==> src/inc/car_pkg.sv <==
// Constants and types shared by the card address register block.
// Assumes one reference clock domain; the card clock is a sampled pin.
package car_pkg;

    // ==========================================================
    // Command frame layout on the command line
    localparam int          FRAME_BITS   = 48;
    localparam int          CRC_BITS     = 7;
    localparam int          CRC_SPAN     = 40;
    localparam int          IDX_LSB      = 40;
    localparam int          ARG_LSB      = 8;
    localparam int          ADDR_LSB     = 16;
    localparam logic [6:0]  CRC_POLY     = 7'h09;

    // ==========================================================
    // Command indices
    localparam logic [5:0]  CMD_SW_RESET      = 6'h00;
    localparam logic [5:0]  CMD_SEND_OPCOND   = 6'h01;
    localparam logic [5:0]  CMD_ALL_SEND_ID   = 6'h02;
    localparam logic [5:0]  CMD_SET_ADDR      = 6'h03;
    localparam logic [5:0]  CMD_CARD_SELECT   = 6'h07;
    localparam logic [5:0]  CMD_SEND_SPECIFIC = 6'h09;
    localparam logic [5:0]  CMD_SEND_IDENTITY = 6'h0a;
    localparam logic [5:0]  CMD_SEND_STATUS   = 6'h0d;
    localparam logic [5:0]  CMD_GO_INACTIVE   = 6'h0f;

    // ==========================================================
    // Relative address register
    localparam logic [15:0] RCA_RESET    = 16'h0001;
    localparam logic [15:0] RCA_ALL_STBY = 16'h0000;

    // ==========================================================
    // Native status word fields
    localparam int          ST_ILLEGAL   = 22;
    localparam int          ST_STATE_LSB = 9;
    localparam int          ST_READY     = 8;
    localparam logic [3:0]  CODE_IDLE    = 4'h0;
    localparam logic [3:0]  CODE_READY   = 4'h1;
    localparam logic [3:0]  CODE_IDENT   = 4'h2;
    localparam logic [3:0]  CODE_STBY    = 4'h3;
    localparam logic [3:0]  CODE_TRAN    = 4'h4;

    // Short status format used in the serial-peripheral mode
    localparam int          SPI_ST_IDLE    = 0;
    localparam int          SPI_ST_ILLEGAL = 2;

    // ==========================================================
    // Register blocks and their size in bytes
    localparam int          ID_BYTES     = 16;
    localparam logic        ID_SEL_CID   = 1'b0;
    localparam logic        ID_SEL_CSD   = 1'b1;

    typedef enum logic [2:0] {
        CAR_REG_CID,
        CAR_REG_CSD,
        CAR_REG_RCA,
        CAR_REG_DSR,
        CAR_REG_OCR
    } car_reg_sel_t;

    typedef enum logic [2:0] {
        CAR_INACTIVE,
        CAR_IDLE,
        CAR_READY,
        CAR_IDENT,
        CAR_STBY,
        CAR_TRAN
    } car_state_t;

    typedef struct packed {
        logic [5:0]  index;
        logic [31:0] arg;
    } car_cmd_t;

    typedef struct packed {
        car_reg_sel_t sel;
        logic [3:0]   byte_idx;
    } car_rd_req_t;

endpackage

==> src/rtl/car_id_mem.sv <==
// Byte memory holding the identity block and the card-specific block.
// Assumes a single clock; read data is registered, one cycle latency.
`timescale 1ns/1ps
module car_id_mem
    import car_pkg::*;
#(
    parameter int DEPTH = 2 * ID_BYTES,
    parameter int AW    = $clog2(DEPTH)
)
(
    // Clock
    input  wire logic          clk_i,
    // Write port
    input  wire logic          we_i,
    input  wire logic [AW-1:0] waddr_i,
    input  wire logic [7:0]    wdata_i,
    // Read port
    input  wire logic [AW-1:0] raddr_i,
    output logic      [7:0]    rdata_o
);

    // Elaboration-time refusal of a depth the address cannot reach
    if (DEPTH < 2 || DEPTH > (1 << AW))
    begin : g_bad_depth
        $error("car_id_mem: DEPTH does not fit AW");
    end

    logic [7:0] mem [DEPTH];

    always_ff @(posedge clk_i)
    begin
        if (we_i)
            mem[waddr_i] <= wdata_i;
        rdata_o <= mem[raddr_i];
    end

endmodule

==> src/rtl/car_regs.sv <==
// Card-side command decode and register access for the relative address.
// Assumes card clock and command line arrive as pins from the host; the
// serial-peripheral mode level and register reads come from card logic.
`timescale 1ns/1ps
module car_regs
    import car_pkg::*;
#(
    parameter logic [31:0] OCR_VALUE = 32'h00ff8000,
    parameter logic [15:0] DSR_VALUE = 16'h0404
)
(
    // Clock and reset
    input  wire logic         ref_clk_i,
    input  wire logic         rst_i,
    // Card bus pins
    input  wire logic         card_clk_i,
    input  wire logic         cmd_i,
    // Mode
    input  wire logic         spi_mode_i,
    // Identity memory loading
    input  wire logic         id_wr_i,
    input  wire logic         id_wr_blk_i,
    input  wire logic [3:0]   id_wr_idx_i,
    input  wire logic [7:0]   id_wr_data_i,
    // Register read port
    input  wire logic         rd_i,
    input  wire car_rd_req_t  rd_req_i,
    output logic              rd_done_o,
    output logic              rd_refused_o,
    output logic      [7:0]   rd_data_o,
    // Decoded commands
    output logic              cmd_valid_o,
    output car_cmd_t          cmd_o,
    output logic              cmd_for_me_o,
    // Card state
    output logic      [15:0]  rca_o,
    output car_state_t        state_o,
    output logic      [31:0]  status_o
);

    // ==========================================================
    // Pin synchronisers and card clock edge
    logic [2:0] clk_sync;
    logic [1:0] cmd_sync;

    always_ff @(posedge ref_clk_i)
    begin
        if (rst_i)
        begin
            clk_sync <= 3'h0;
            cmd_sync <= 2'h3;
        end
        else
        begin
            clk_sync <= {clk_sync[1:0], card_clk_i};
            cmd_sync <= {cmd_sync[0], cmd_i};
        end
    end

    wire clk_rise = clk_sync[1] & ~clk_sync[2];
    wire cmd_bit  = cmd_sync[1];

    // ==========================================================
    // Frame receiver
    logic [FRAME_BITS-1:0] shift;
    logic [5:0]            bit_cnt;
    logic                  in_frame;

    localparam logic [5:0] LAST_BIT = 6'(FRAME_BITS - 1);

    wire                  frame_end = clk_rise & in_frame
                                      & (bit_cnt == LAST_BIT);
    wire [FRAME_BITS-1:0] frame_w   = {shift[FRAME_BITS-2:0], cmd_bit};

    always_ff @(posedge ref_clk_i)
    begin
        if (rst_i)
        begin
            shift    <= '0;
            bit_cnt  <= 6'h00;
            in_frame <= 1'b0;
        end
        else if (clk_rise)
        begin
            shift <= frame_w;
            if (!in_frame)
            begin
                in_frame <= ~cmd_bit;
                bit_cnt  <= 6'h01;
            end
            else if (bit_cnt == LAST_BIT)
            begin
                in_frame <= 1'b0;
                bit_cnt  <= 6'h00;
            end
            else
                bit_cnt <= bit_cnt + 6'h01;
        end
    end

    function automatic logic [6:0] crc7(input logic [CRC_SPAN-1:0] d);
        logic [6:0] c;
        logic       fb;
        c = 7'h00;
        for (int i = CRC_SPAN - 1; i >= 0; i--)
        begin
            fb = d[i] ^ c[6];
            c  = {c[5:0], 1'b0} ^ (fb ? CRC_POLY : 7'h00);
        end
        return c;
    endfunction

    wire [5:0]  rx_idx  = frame_w[IDX_LSB +: 6];
    wire [31:0] rx_arg  = frame_w[ARG_LSB +: 32];
    wire [15:0] rx_addr = rx_arg[ADDR_LSB +: 16];
    wire [6:0]  rx_crc  = frame_w[1 +: CRC_BITS];

    // Bad framing or checksum drops the command silently
    wire frame_good = frame_end & ~frame_w[FRAME_BITS-1]
                      & frame_w[FRAME_BITS-2] & frame_w[0]
                      & (rx_crc == crc7(frame_w[FRAME_BITS-1 -: CRC_SPAN]));

    // ==========================================================
    // Command decode and card state
    car_state_t  state;
    car_state_t  next_state;
    logic [15:0] relative_card_address;
    logic [15:0] next_rca;
    logic        illegal;
    logic        next_illegal;
    logic        for_me;

    wire addr_hit = spi_mode_i | (rx_addr == relative_card_address);

    always_comb
    begin
        next_state   = state;
        next_rca     = relative_card_address;
        next_illegal = 1'b0;
        for_me       = 1'b0;
        if (rx_idx == CMD_SW_RESET)
        begin
            for_me = (state != CAR_INACTIVE);
            if (state != CAR_INACTIVE)
            begin
                next_state = CAR_IDLE;
                next_rca   = RCA_RESET;
            end
        end
        else if (state == CAR_INACTIVE)
            for_me = 1'b0;
        else if (spi_mode_i)
        begin
            for_me       = 1'b1;
            next_illegal = (rx_idx == CMD_SET_ADDR)
                           | (rx_idx == CMD_CARD_SELECT);
        end
        else
        begin
            case (rx_idx)
                CMD_SEND_OPCOND:
                begin
                    for_me       = 1'b1;
                    next_illegal = (state != CAR_IDLE);
                    if (state == CAR_IDLE)
                        next_state = CAR_READY;
                end
                CMD_ALL_SEND_ID:
                begin
                    for_me       = 1'b1;
                    next_illegal = (state != CAR_READY);
                    if (state == CAR_READY)
                        next_state = CAR_IDENT;
                end
                CMD_SET_ADDR:
                begin
                    for_me       = 1'b1;
                    next_illegal = (state != CAR_IDENT)
                                   | (rx_addr == RCA_ALL_STBY);
                    if (!next_illegal)
                    begin
                        next_rca   = rx_addr;
                        next_state = CAR_STBY;
                    end
                end
                CMD_CARD_SELECT:
                begin
                    if (state == CAR_STBY || state == CAR_TRAN)
                    begin
                        for_me     = addr_hit;
                        next_state = addr_hit ? CAR_TRAN : CAR_STBY;
                    end
                    else
                        next_illegal = 1'b1;
                end
                CMD_SEND_SPECIFIC, CMD_SEND_IDENTITY:
                begin
                    for_me       = addr_hit;
                    next_illegal = addr_hit & (state != CAR_STBY);
                end
                CMD_SEND_STATUS:
                    for_me = addr_hit;
                CMD_GO_INACTIVE:
                begin
                    for_me = addr_hit;
                    if (addr_hit)
                        next_state = CAR_INACTIVE;
                end
                default:
                    next_illegal = 1'b1;
            endcase
        end
    end

    always_ff @(posedge ref_clk_i)
    begin
        if (rst_i)
        begin
            state        <= CAR_IDLE;
            relative_card_address          <= RCA_RESET;
            illegal      <= 1'b0;
            cmd_valid_o  <= 1'b0;
            cmd_o        <= '0;
            cmd_for_me_o <= 1'b0;
        end
        else
        begin
            cmd_valid_o  <= frame_good;
            cmd_for_me_o <= frame_good & for_me;
            if (frame_good)
            begin
                state   <= next_state;
                relative_card_address     <= next_rca;
                illegal <= next_illegal;
                cmd_o   <= '{index: rx_idx, arg: rx_arg};
            end
        end
    end

    // ==========================================================
    // Status word, native or short
    function automatic logic [3:0] state_code(input car_state_t s);
        case (s)
            CAR_READY: return CODE_READY;
            CAR_IDENT: return CODE_IDENT;
            CAR_STBY:  return CODE_STBY;
            CAR_TRAN:  return CODE_TRAN;
            default:   return CODE_IDLE;
        endcase
    endfunction

    logic [31:0] native_status;
    logic [31:0] short_status;

    always_comb
    begin
        native_status                        = 32'h0000_0000;
        native_status[ST_ILLEGAL]            = illegal;
        native_status[ST_STATE_LSB +: 4]     = state_code(state);
        native_status[ST_READY]              = 1'b1;
        short_status                         = 32'h0000_0000;
        short_status[SPI_ST_IDLE]            = (state == CAR_IDLE);
        short_status[SPI_ST_ILLEGAL]         = illegal;
    end

    assign rca_o    = relative_card_address;
    assign state_o  = state;
    assign status_o = spi_mode_i ? short_status : native_status;

    // ==========================================================
    // Register read port
    wire       rd_id     = (rd_req_i.sel == CAR_REG_CID)
                           | (rd_req_i.sel == CAR_REG_CSD);
    wire       rd_deny   = spi_mode_i & ~rd_id;
    wire       rd_blk    = (rd_req_i.sel == CAR_REG_CSD) ? ID_SEL_CSD
                                                         : ID_SEL_CID;
    wire [4:0] rd_addr   = {rd_blk, rd_req_i.byte_idx};
    wire [4:0] wr_addr   = {id_wr_blk_i, id_wr_idx_i};

    logic [7:0] local_byte;
    logic [7:0] local_q;
    logic [7:0] mem_q;
    logic       use_mem;

    always_comb
    begin
        case (rd_req_i.sel)
            CAR_REG_RCA: local_byte = relative_card_address[{rd_req_i.byte_idx[0], 3'h0} +: 8];
            CAR_REG_DSR:
                local_byte = DSR_VALUE[{rd_req_i.byte_idx[0], 3'h0} +: 8];
            CAR_REG_OCR:
                local_byte = OCR_VALUE[{rd_req_i.byte_idx[1:0], 3'h0} +: 8];
            default:     local_byte = 8'h00;
        endcase
    end

    car_id_mem #(
        .DEPTH   (2 * ID_BYTES),
        .AW      (5)
    ) u_id_mem (
        .clk_i   (ref_clk_i),
        .we_i    (id_wr_i),
        .waddr_i (wr_addr),
        .wdata_i (id_wr_data_i),
        .raddr_i (rd_addr),
        .rdata_o (mem_q)
    );

    always_ff @(posedge ref_clk_i)
    begin
        if (rst_i)
        begin
            rd_done_o    <= 1'b0;
            rd_refused_o <= 1'b0;
            local_q      <= 8'h00;
            use_mem      <= 1'b0;
        end
        else
        begin
            rd_done_o    <= rd_i & ~rd_deny;
            rd_refused_o <= rd_i & rd_deny;
            if (rd_i)
            begin
                use_mem <= rd_id;
                local_q <= rd_deny ? 8'h00 : local_byte;
            end
        end
    end

    assign rd_data_o = use_mem ? mem_q : local_q;

endmodule

==> config.mk <==
export PLATFORM = sky130hd
export DESIGN_NAME = car_regs
export DESIGN_NICKNAME = d
export VERILOG_FILES = /design/src/inc/car_pkg.sv /design/src/rtl/car_id_mem.sv /design/src/rtl/car_regs.sv
export SDC_FILE = /design/constraint.sdc
export NUM_CORES = 1
export LEC_CHECK = 0
export ABC_AREA = 1
export BUFFER_PORTS_ARGS = -buffer_cell sky130_fd_sc_hd__buf_2
export CAP_MARGIN = 20
export CORE_MARGIN = 2
export CORE_UTILIZATION = 25
export DETAILED_ROUTE_END_ITERATION = 8
export GPL_TIMING_DRIVEN = 0
export SLEW_MARGIN = 20
export SYNTH_ARGS = -nofsm -noshare
export SYNTH_HDL_FRONTEND = slang
export SYNTH_SLANG_ARGS = --single-unit
==> constraint.sdc <==
create_clock -name ref_clk_i -period 3.6 [get_ports ref_clk_i]
set_clock_uncertainty 0.05 [all_clocks]
set_input_delay 0.54 -clock ref_clk_i [delete_from_list [all_inputs] [get_ports ref_clk_i]]
set_output_delay 0.54 -clock ref_clk_i [all_outputs]
set_load 0.01 [all_outputs]
==> flow_summary_export.csv, run 1 <==
group,metric,value,unit
power_and_ir_drop,power.share.switching,0.312,
outcome,outcome,"completed",
power_and_ir_drop,powerDensity,544,nW/µm²
grt,grt_pass1_vias,13000,
power_and_ir_drop,p_leak,8.28,nW
clock_tree,cts_tree,"yes",
setup_path,path_depth,31,
setup_path,crit_arrival,3.95,ns
placement,port_buffers,99,
cells_and_area,layout.nets,2041,
yosys,synthCells,1827,
routing,totalWireLength,54.9,mm
cells_and_area,areaGrowthSynthToFinish,24.1,%
floorplanning,fp.dieH,267,µm
clock_tree,cts_buffers,39,
routing,avgViaCountPerCell,4.83,
grt,grt_max_degree,33,
clock_tree,clock_path_buffers,3,
hold_path,min_path_cells,2,
grt,grt_antenna_before_repair,2,
setup_path,endpoint,"rca_o[12]",
power_and_ir_drop,pwr-share-clk,0.347,
setup_path,crit_type,"register to register",
timing,finalHoldViolations,0,
setup_path,cp_num_buf_inv,4,
timing,tns,0,ns
yosys,synth_area,17200,µm²
grt,grt_usage,0.147,
timing,fin_crit,3.52,ns
routing,drtAntennaViolNets,0,
clock_tree,clk_pin_slew,0.06,ns
timing,fin_ws,0.0771,ns
clock_tree,h-tree-depth,2,
timing,relSlewSlack,0.243,
setup_path,critPathLaunch,"shift[44]",
hold_path,hold_path_class,"input port to register",
routing,num_vias,14100,
setup_path,slowest_delay,0.33,ns
routing,drcViolationCount,0,
timing,tightest_slew,1.13,ns
power_and_ir_drop,p_comb_frac,0.229,
timing,rsz0062_at_grt,"yes",
floorplanning,fp.dieArea,71100,µm²
power_and_ir_drop,p_seq_frac,0.424,
routing,drtPass1Iterations,5,
run,cap_violations,0,
timing,finalCritPeriodShare,0.979,
clock_tree,cts.sinks,394,
yosys,yosys_warnings,0,
placement,hpwl,37.9,mm
yosys,synthTopCellsByCount,"282 x nor2_1, 269 x nand2_1, 256 x edfxtp_1, 239 x o21ai_0, 138 x dfxtp_1",
placement,pre_cts_slack,-0.276,ns
yosys,yosys.cell_count.top_type,"nor2_1",
setup_path,cp_max_fo,10,
setup_path,cpMostUsedCell,"nand2_4",
cells_and_area,fin_area,21400,µm²
timing,final_max_slew_viol_count,0,
yosys,synth_edf_count,256,
power_and_ir_drop,power.internal,8.01,mW
timing,clock.fmax,284,MHz
setup_path,critPathCaptureType,"register",
setup_path,crit_slowest_cell,"dfxtp_2",
floorplanning,core_area,68500,µm²
setup_path,reg2reg_slack,0.08,ns
setup_path,r2r_end,"rca_o[12]",
yosys,yosysUniqueCellTypes,46,
placement,gp_congestion,0.897,
yosys,yosysTopAreaCell,"edfxtp_1",
cells_and_area,fin_util,0.313,
timing,setup_viol,0,
floorplanning,rows,96,
setup_path,worstPathRequired,4.02,ns
placement,placed_cell_area,18900,µm²
yosys,ys_seq_area_frac,0.606,
setup_path,r2r_cells,31,
yosys,async_reset_ff_frac,0,
routing,drtIter0Drc,1509,
cells_and_area,drive_gt1_frac,0.218,
grt,grt_overflow,0,
clock_tree,cts-root-buf,"clkbuf_16",
setup_path,crit_family,"simple AND/OR/NAND/NOR gates",
setup_path,start_kind,"register",
grt,grt_pass1_wl,79.5,mm
power_and_ir_drop,p_switching,3.64,mW
floorplanning,start_util,0.252,
floorplanning,num_io_pins,128,
floorplanning,die_x,267,µm
power_and_ir_drop,ir_worst_vdd,0.367,mV
yosys,yosys_register_bits,394,
yosys,synthFlopType,"edfxtp_1",
yosys,synth.area.top_cells,"edfxtp_1 45%, dfxtp_1 16%, o21ai_0 6.9%",
clock_tree,clkLatencyLatePin,0.56,ns
yosys,avgSynthCellArea,9.44,µm²
routing,drt-wirelength-per-cell,18.8,µm
yosys,yosysTopAreaCellShare,0.446,
setup_path,timing.rr.start,"shift[44]",
-- worst reg2reg max path: cells and delay by family (launching register included) --
kind                   cells  cell delay [ns]
AND/OR/NAND/NOR           26             2.42
buffers and inverters      4             0.47
flip-flops                 1             0.33
AO/OA/AOI/OAI              1             0.19
-- kinds of logic after synthesis --
family                   synth area share
AND/OR/NAND/NOR                     0.173
XOR/XNOR                          0.00907
other                            0.000217
buffers and inverters              0.0656
multiplexers                      0.00581
flip-flops                          0.606
AO/OA/AOI/OAI                       0.139
adder cells (fa/ha/maj)           0.00145
-- worst min-delay path by stage --
stage,endpoint,slack (ns),from
after floorplan,clk_sync[1],0.34,clk_sync[0]
after global routing,cmd_sync[0],0.11,cmd_i
after global placement,clk_sync[1],0.34,clk_sync[0]
after detailed placement,cmd_sync[1],0.34,cmd_sync[0]
after CTS,cmd_sync[0],0.11,cmd_i
final,cmd_sync[0],0.13,cmd_i
-- per-stage QoR --
stage	hold WS [ns]	cells	power, mW
detailed placement	0.343	2832	6.84
global route	0.113	2920	12.1
global placement	0.343	2832	6.82
finish	0.133	2921	11.6
CTS	0.115	2901	10.9
floorplan	0.338	1851	6.35
-- placed cells by master, fill, tap and decap left out, types with 8 or more instances in the layout --
master     Yosys  layout
dfxtp_4        0       8
xor2_1        12      12
nand3_2        1      21
inv_1        136     116
nand4_1       14      14
inv_2          8      20
nor3_1        11      11
nor2_1       282     276
clkinv_1       1       9
clkbuf_16      0      43
o21ai_0      239     215
nand3b_1      11      11
nand2_2        9      83
buf_4         31      39
a21oi_1       96      95
o21ai_1        0      22
conb_1         1      25
dfxtp_1      138     123
edfxtp_1     256     256
nand3_4        0      12
nand2_4        0      46
o22ai_1       18      18
o221ai_1      48      48
a31oi_1        9       9
buf_2          7     101
nand2_1      269     149
mux2_2         8       8
nand3_1      103      71
clkbuf_1      78      85
-- cell type report --
type,count,area (µm²)
Buffer,119,657
Clock inverter,18,180
Tap cell,882,1100
Fill cell,6986,47100
Timing Repair Buffer,120,743
Antenna cell,1,2.50
Clock buffer,49,1040
Multi-Input combinational cell,1193,6600
Inverter,145,584
Sequential cell,394,10500
-- sequential cells by signal (all words and copies together) (netlist names) --
name              flops
cmd_for_me_o          1
shift                47
rd_refused_o          1
rca_o                16
u_id_mem.mem        256
local_q               8
in_frame              1
clk_sync              3
use_mem               1
cmd_sync              2
u_id_mem.rdata_o      8
state_o               3
illegal               1
bit_cnt               6
rd_done_o             1
cmd_o                38
cmd_valid_o           1
-- power groups by stage --
stage	clock network [mW]	logic (mW)	registers (mW)
finish	4.04	2.67	4.94
global placement	0	1.79	5.03
floorplan	0	1.33	5.01
detailed placement	0	1.81	5.03
CTS	4.07	1.86	4.93
global route	4.27	2.91	4.94
-- layer usage --
| metal | vias to the layer above | GRT usage | share of wire |
|---|---|---|---|
| met5 | - | 0 | 0.00022 |
| met3 | 88 | 0.0303 | 0.089 |
| met4 | 2 | 0.0316 | 0.019 |
| li1 | 6664 | - | - |
| met2 | 591 | 0.240 | 0.47 |
| met1 | 6770 | 0.200 | 0.42 |
-- repair_timing --
| action | in CTS | in global routing |
|---|---|---|
| pin swaps | 1 | 89 |
| gates cloned | 0 | 5 |
| endpoints found under the setup margin | 60 | 60 |
| hold buffers | 0 | 0 |
| setup buffers | 2 | 13 |
| gates resized for setup | 15 | 317 |
No activity file was read; power rests on OpenSTA's default activity.
==> inputs of run 2 (changes only) <==
--- a/config.mk
+++ b/config.mk
@@ -8,8 +8,8 @@
 export ABC_AREA = 1
 export BUFFER_PORTS_ARGS = -buffer_cell sky130_fd_sc_hd__buf_2
 export CAP_MARGIN = 20
-export CORE_MARGIN = 2
-export CORE_UTILIZATION = 25
+export CORE_MARGIN = 8
+export CORE_UTILIZATION = 35
 export DETAILED_ROUTE_END_ITERATION = 8
 export GPL_TIMING_DRIVEN = 0
 export SLEW_MARGIN = 20
==> flow_summary_export.csv, run 2 (synthesis gave the netlist of run 1 again) <==
group,metric,value,unit
grt,top_usage_layer,"met2",
timing,relSlewSlack,0.298,
cells_and_area,antenna-diode-count,0,
power_and_ir_drop,ir_worst_vdd,0.372,mV
grt,grt_antenna_before_repair,1,
timing,tightest_slew,1.05,ns
routing,drtIter0Drc,1375,
timing,fin_crit,3.46,ns
outcome,outcome,"completed",
floorplanning,core_area,48700,µm²
grt,grt_pass1_vias,13500,
clock_tree,clock_path_buffers,3,
setup_path,cp_max_fo,10,
timing,finalHoldViolations,0,
setup_path,cpMostUsedCell,"nand2_2",
placement,hpwl,38.2,mm
cells_and_area,areaGrowthSynthToFinish,21.1,%
grt,met1_usage,0.232,
grt,use_met2,0.318,
timing,clock.fmax,289,MHz
clock_tree,cts.sinks,394,
cells_and_area,regMostFlops,"u_id_mem.mem",
grt,met3_usage,0.0293,
clock_tree,clk_pin_slew,0.06,ns
setup_path,crit_arrival,3.89,ns
routing,drcViolationCount,0,
floorplanning,fp.dieH,238,µm
grt,grt_overflow,0,
cells_and_area,layout_commonest_cell,"nor2_1",
clock_tree,cts-root-buf,"clkbuf_16",
hold_path,hold_path_class,"input port to register",
cells_and_area,largest_reg_flops,256,
timing,rsz0062_at_grt,"yes",
clock_tree,h-tree-depth,2,
run,cap_violations,0,
routing,totalWireLength,54.3,mm
timing,finalCritPeriodShare,0.961,
cells_and_area,drive_gt1_frac,0.208,
floorplanning,num_io_pins,128,
setup_path,critPathCaptureType,"register",
routing,drtAntennaViolNets,0,
setup_path,crit_family,"simple AND/OR/NAND/NOR gates",
placement,gp_congestion,0.912,
setup_path,crit_type,"register to register",
clock_tree,clkLatencyLatePin,0.58,ns
power_and_ir_drop,power,11.6,mW
routing,drt-wirelength-per-cell,20.1,µm
placement,port_buffers,99,
timing,setup_viol,0,
grt,grt_pass1_wl,80.8,mm
timing,final_max_slew_viol_count,0,
floorplanning,rows,81,
cells_and_area,reg_top3,"u_id_mem.mem (256), shift (47), cmd_o (38)",
grt,grt_max_degree,33,
setup_path,cp_num_buf_inv,6,
cells_and_area,n_fill_cell,4737,
clock_tree,cts_hold_buf,0,
clock_tree,cts_buffers,42,
floorplanning,die_x,238,µm
floorplanning,start_util,0.354,
floorplanning,fp.dieArea,56600,µm²
clock_tree,cts_tree,"yes",
cells_and_area,final_cell_mix,"272 x nor2_1, 256 x edfxtp_1, 239 x o21ai_0",
routing,avgViaCountPerCell,5.25,
setup_path,crit_slowest_cell,"dfxtp_2",
cells_and_area,layout.nets,2036,
cells_and_area,fin_cells,2702,
power_and_ir_drop,p_leak,8.18,nW
grt,grt_usage,0.184,
setup_path,worstPathRequired,4.03,ns
placement,dp_cells,2614,
power_and_ir_drop,powerDensity,557,nW/µm²
setup_path,slowest_delay,0.33,ns
routing,num_vias,14200,
setup_path,start_kind,"register",
routing,drtPass1Iterations,6,
-- run 2: cell type report --
type / instances / area, µm² / area share
sequential: 394 / 10500 / 0.502
multi-input combinational: 1193 / 6430 / 0.308
clock buffer: 55 / 1110 / 0.0531
tap: 664 / 831 / 0.0398
buffer: 119 / 628 / 0.0301
timing repair buffer: 112 / 609 / 0.0292
inverter: 145 / 572 / 0.0274
clock inverter: 20 / 210 / 0.0101
-- run 2: report_power, final --
part	switching [mW]	total [mW]	internal (mW)
clock network	1.84	4.18	2.34
logic	1.71	2.51	0.806
registers	0.0521	4.94	4.89
total	3.59	11.6	8.03
-- run 2: through the flow --
| stage | hold WS [ns] | area [µm²] | setup TNS (ns) | util | worst slack [ns] |
|---|---|---|---|---|---|
| after detailed placement | 0.347 | 18700 | -9.57 | 0.383 | -0.347 |
| final | 0.122 | 20900 | 0 | 0.428 | 0.139 |
| after global routing | 0.122 | 20900 | -5.11 | 0.428 | -0.139 |
| after global placement | 0.344 | 18700 | -5.54 | 0.383 | -0.308 |
| after floorplan | 0.338 | 17300 | 0 | - | 0.621 |
| after CTS | 0.102 | 20100 | 0 | 0.412 | 0.00365 |
-- run 2: worst paths after layout --
| check | startpoint | to | slack (ns) | depth (start not counted) |
|---|---|---|---|---|
| hold / removal | cmd_i | cmd_sync[0] | 0.12 | 2 |
| hold reg to reg | clk_sync[0] | clk_sync[1] | 0.35 | 2 |
| setup / recovery | shift[42] | rca_o[14] | 0.14 | 34 |
| setup reg to reg | shift[42] | rca_o[14] | 0.14 | 34 |
-- run 2: routing by layer --
layer  share of wire  vias up  routed length [µm]
li1                -     6656                   -
met1            0.41     6838               22300
met2            0.49      568               26500
met3           0.069      121                3770
met4           0.030        0                1650
met5               0        -                   0
-- run 2: repair_timing --
action                                  in CTS  in global routing
endpoints found under the setup margin      60                 60
resized for setup                           26                228
setup buffers                                2                 10
gates cloned                                 1                  0
pin swaps                                    2                 65
==> inputs of run 3 (changes only) <==
==> constraint.sdc (replaced) <==
create_clock -name ref_clk_i -period 3.6 [get_ports ref_clk_i]
set_clock_uncertainty 0.05 [all_clocks]
set_input_delay 0.36 -clock ref_clk_i [delete_from_list [all_inputs] [get_ports ref_clk_i]]
set_output_delay 0.36 -clock ref_clk_i [all_outputs]
set_load 0.01 [all_outputs]
==> flow_summary_export.csv, run 3 (synthesis gave the netlist of run 1 again) <==
group,metric,value,unit
placement,hpwl,38.2,mm
grt,met1_usage,0.232,
grt,grt_pass1_vias,13500,
routing,drt-wirelength-per-cell,20.1,µm
setup_path,cp_max_fo,10,
floorplanning,die_x,238,µm
outcome,outcome,"completed",
setup_path,start_kind,"register",
grt,grt_max_degree,33,
routing,avgViaCountPerCell,5.25,
timing,tns,0,ns
routing,totalWireLength,54.3,mm
grt,grt_usage,0.184,
clock_tree,clkLatencyLatePin,0.58,ns
grt,grt_pass1_wl,80.8,mm
cells_and_area,final_cell_mix,"272 x nor2_1, 256 x edfxtp_1, 239 x o21ai_0",
clock_tree,cts_buffers,42,
power_and_ir_drop,p_comb_frac,0.216,
setup_path,cp_num_buf_inv,3,
floorplanning,fp.dieH,238,µm
cells_and_area,drive_gt1_frac,0.208,
routing,num_vias,14200,
timing,fin_crit,3.46,ns
clock_tree,cts-root-buf,"clkbuf_16",
timing,setup_viol,0,
placement,dp_cells,2614,
power_and_ir_drop,p_seq_frac,0.424,
clock_tree,clk_pin_slew,0.05,ns
setup_path,crit_arrival,3.89,ns
power_and_ir_drop,power.share.switching,0.309,
cells_and_area,layout.nets,2038,
routing,drtIter0Drc,1392,
grt,grt_overflow,0,
run,cap_violations,0,
timing,finalHoldViolations,0,
grt,grt_antenna_before_repair,1,
clock_tree,cts.sinks,394,
floorplanning,core_area,48700,µm²
clock_tree,clock_path_buffers,3,
setup_path,crit_family,"simple AND/OR/NAND/NOR gates",
hold_path,hold_path_class,"input port to register",
timing,finalCritPeriodShare,0.961,
power_and_ir_drop,power.internal,8.04,mW
power_and_ir_drop,powerDensity,557,nW/µm²
setup_path,worstPathRequired,4.03,ns
clock_tree,h-tree-depth,2,
floorplanning,fp.dieArea,56600,µm²
cells_and_area,layout_commonest_cell,"nor2_1",
floorplanning,rows,81,
power_and_ir_drop,pwr-share-clk,0.360,
cells_and_area,reg_top3,"u_id_mem.mem (256), shift (47), cmd_o (38)",
timing,tightest_slew,1.03,ns
timing,fin_ws,0.139,ns
placement,port_buffers,99,
cells_and_area,regMostFlops,"u_id_mem.mem",
timing,holdWs,0.116,ns
setup_path,crit_slowest_cell,"dfxtp_1",
cells_and_area,fin_cells,2704,
cells_and_area,antenna-diode-count,0,
placement,gp_congestion,0.912,
floorplanning,num_io_pins,128,
power_and_ir_drop,ir_worst_vdd,0.372,mV
timing,clock.fmax,289,MHz
routing,drtPass1Iterations,5,
cells_and_area,areaGrowthSynthToFinish,21.2,%
power_and_ir_drop,p_switching,3.60,mW
routing,drtAntennaViolNets,0,
setup_path,critPathCaptureType,"register",
power_and_ir_drop,p_leak,8.18,nW
placement,pre_cts_slack,-0.347,ns
setup_path,crit_type,"register to register",
cells_and_area,largest_reg_flops,256,
grt,use_met2,0.318,
grt,top_usage_layer,"met2",
setup_path,slowest_delay,0.30,ns
timing,rsz0062_at_grt,"yes",
timing,relSlewSlack,0.314,
timing,final_max_slew_viol_count,0,
routing,drcViolationCount,0,
setup_path,cpMostUsedCell,"nand2_2",
clock_tree,cts_tree,"yes",
floorplanning,start_util,0.354,
grt,met3_usage,0.0293,
==> run 3: path summary, 6_finish.rpt <==
check,end,cells after the start,slack [ns],from
max,rca_o[14],31,0.14,shift[44]
min,use_mem,3,0.12,rd_i
max reg2reg,rca_o[14],31,0.14,shift[44]
min reg2reg,clk_sync[1],2,0.35,clk_sync[0]
==> run 3: timing repair <==
item / in CTS / in global routing
setup buffers: 2 / 10
cloned: 1 / 0
hold buffers: 2 / 0
pin swaps: 2 / 65
resized for setup: 26 / 228
hold endpoints to repair: 2 / 0
setup endpoints to repair: 60 / 60
==> run 3: worst register-to-register path: cells and delay by family, from the launching register on <==
kind / cells / cell delay, ns
xor gates and xnor gates: 1 / 0.15
buffers and inverters: 3 / 0.35
DFF: 1 / 0.30
and+or+nand+nor: 27 / 2.53
==> run 3: layer usage <==
layer / wire (µm) / share of wire
met3: 4080 / 0.075
met2: 26500 / 0.49
met5: 0 / 0
met4: 1660 / 0.031
met1: 22000 / 0.41
==> run 3: final cells by class <==
cell class / instances / area (µm²)
Fill cell: 4735 / 27800
Sequential cell: 394 / 10500
Multi-Input combinational cell: 1193 / 6430
Clock buffer: 55 / 1110
Tap cell: 664 / 831
Timing Repair Buffer: 114 / 629
Buffer: 119 / 628
Inverter: 145 / 572
Clock inverter: 20 / 210
==> run 3: power groups by stage <==
stage          clock network [mW]  logic (mW)  registers (mW)
2_1_floorplan                   0        1.33            5.01
3_3_place_gp                    0        1.78            5.03
3_5_place_dp                    0        1.81            5.03
4_1_cts                      4.23        1.88            4.93
5_1_grt                      4.42        2.74            4.94
6_report                     4.18        2.51            4.94
==> run 3: metrics by stage <==
stage,cell area [µm²],total power [mW],util
after floorplan,17300,6.35,-
after global placement,18700,6.81,0.383
after detailed placement,18700,6.84,0.383
after CTS,20100,11.0,0.413
after global routing,20900,12.1,0.429
final,20900,11.6,0.429
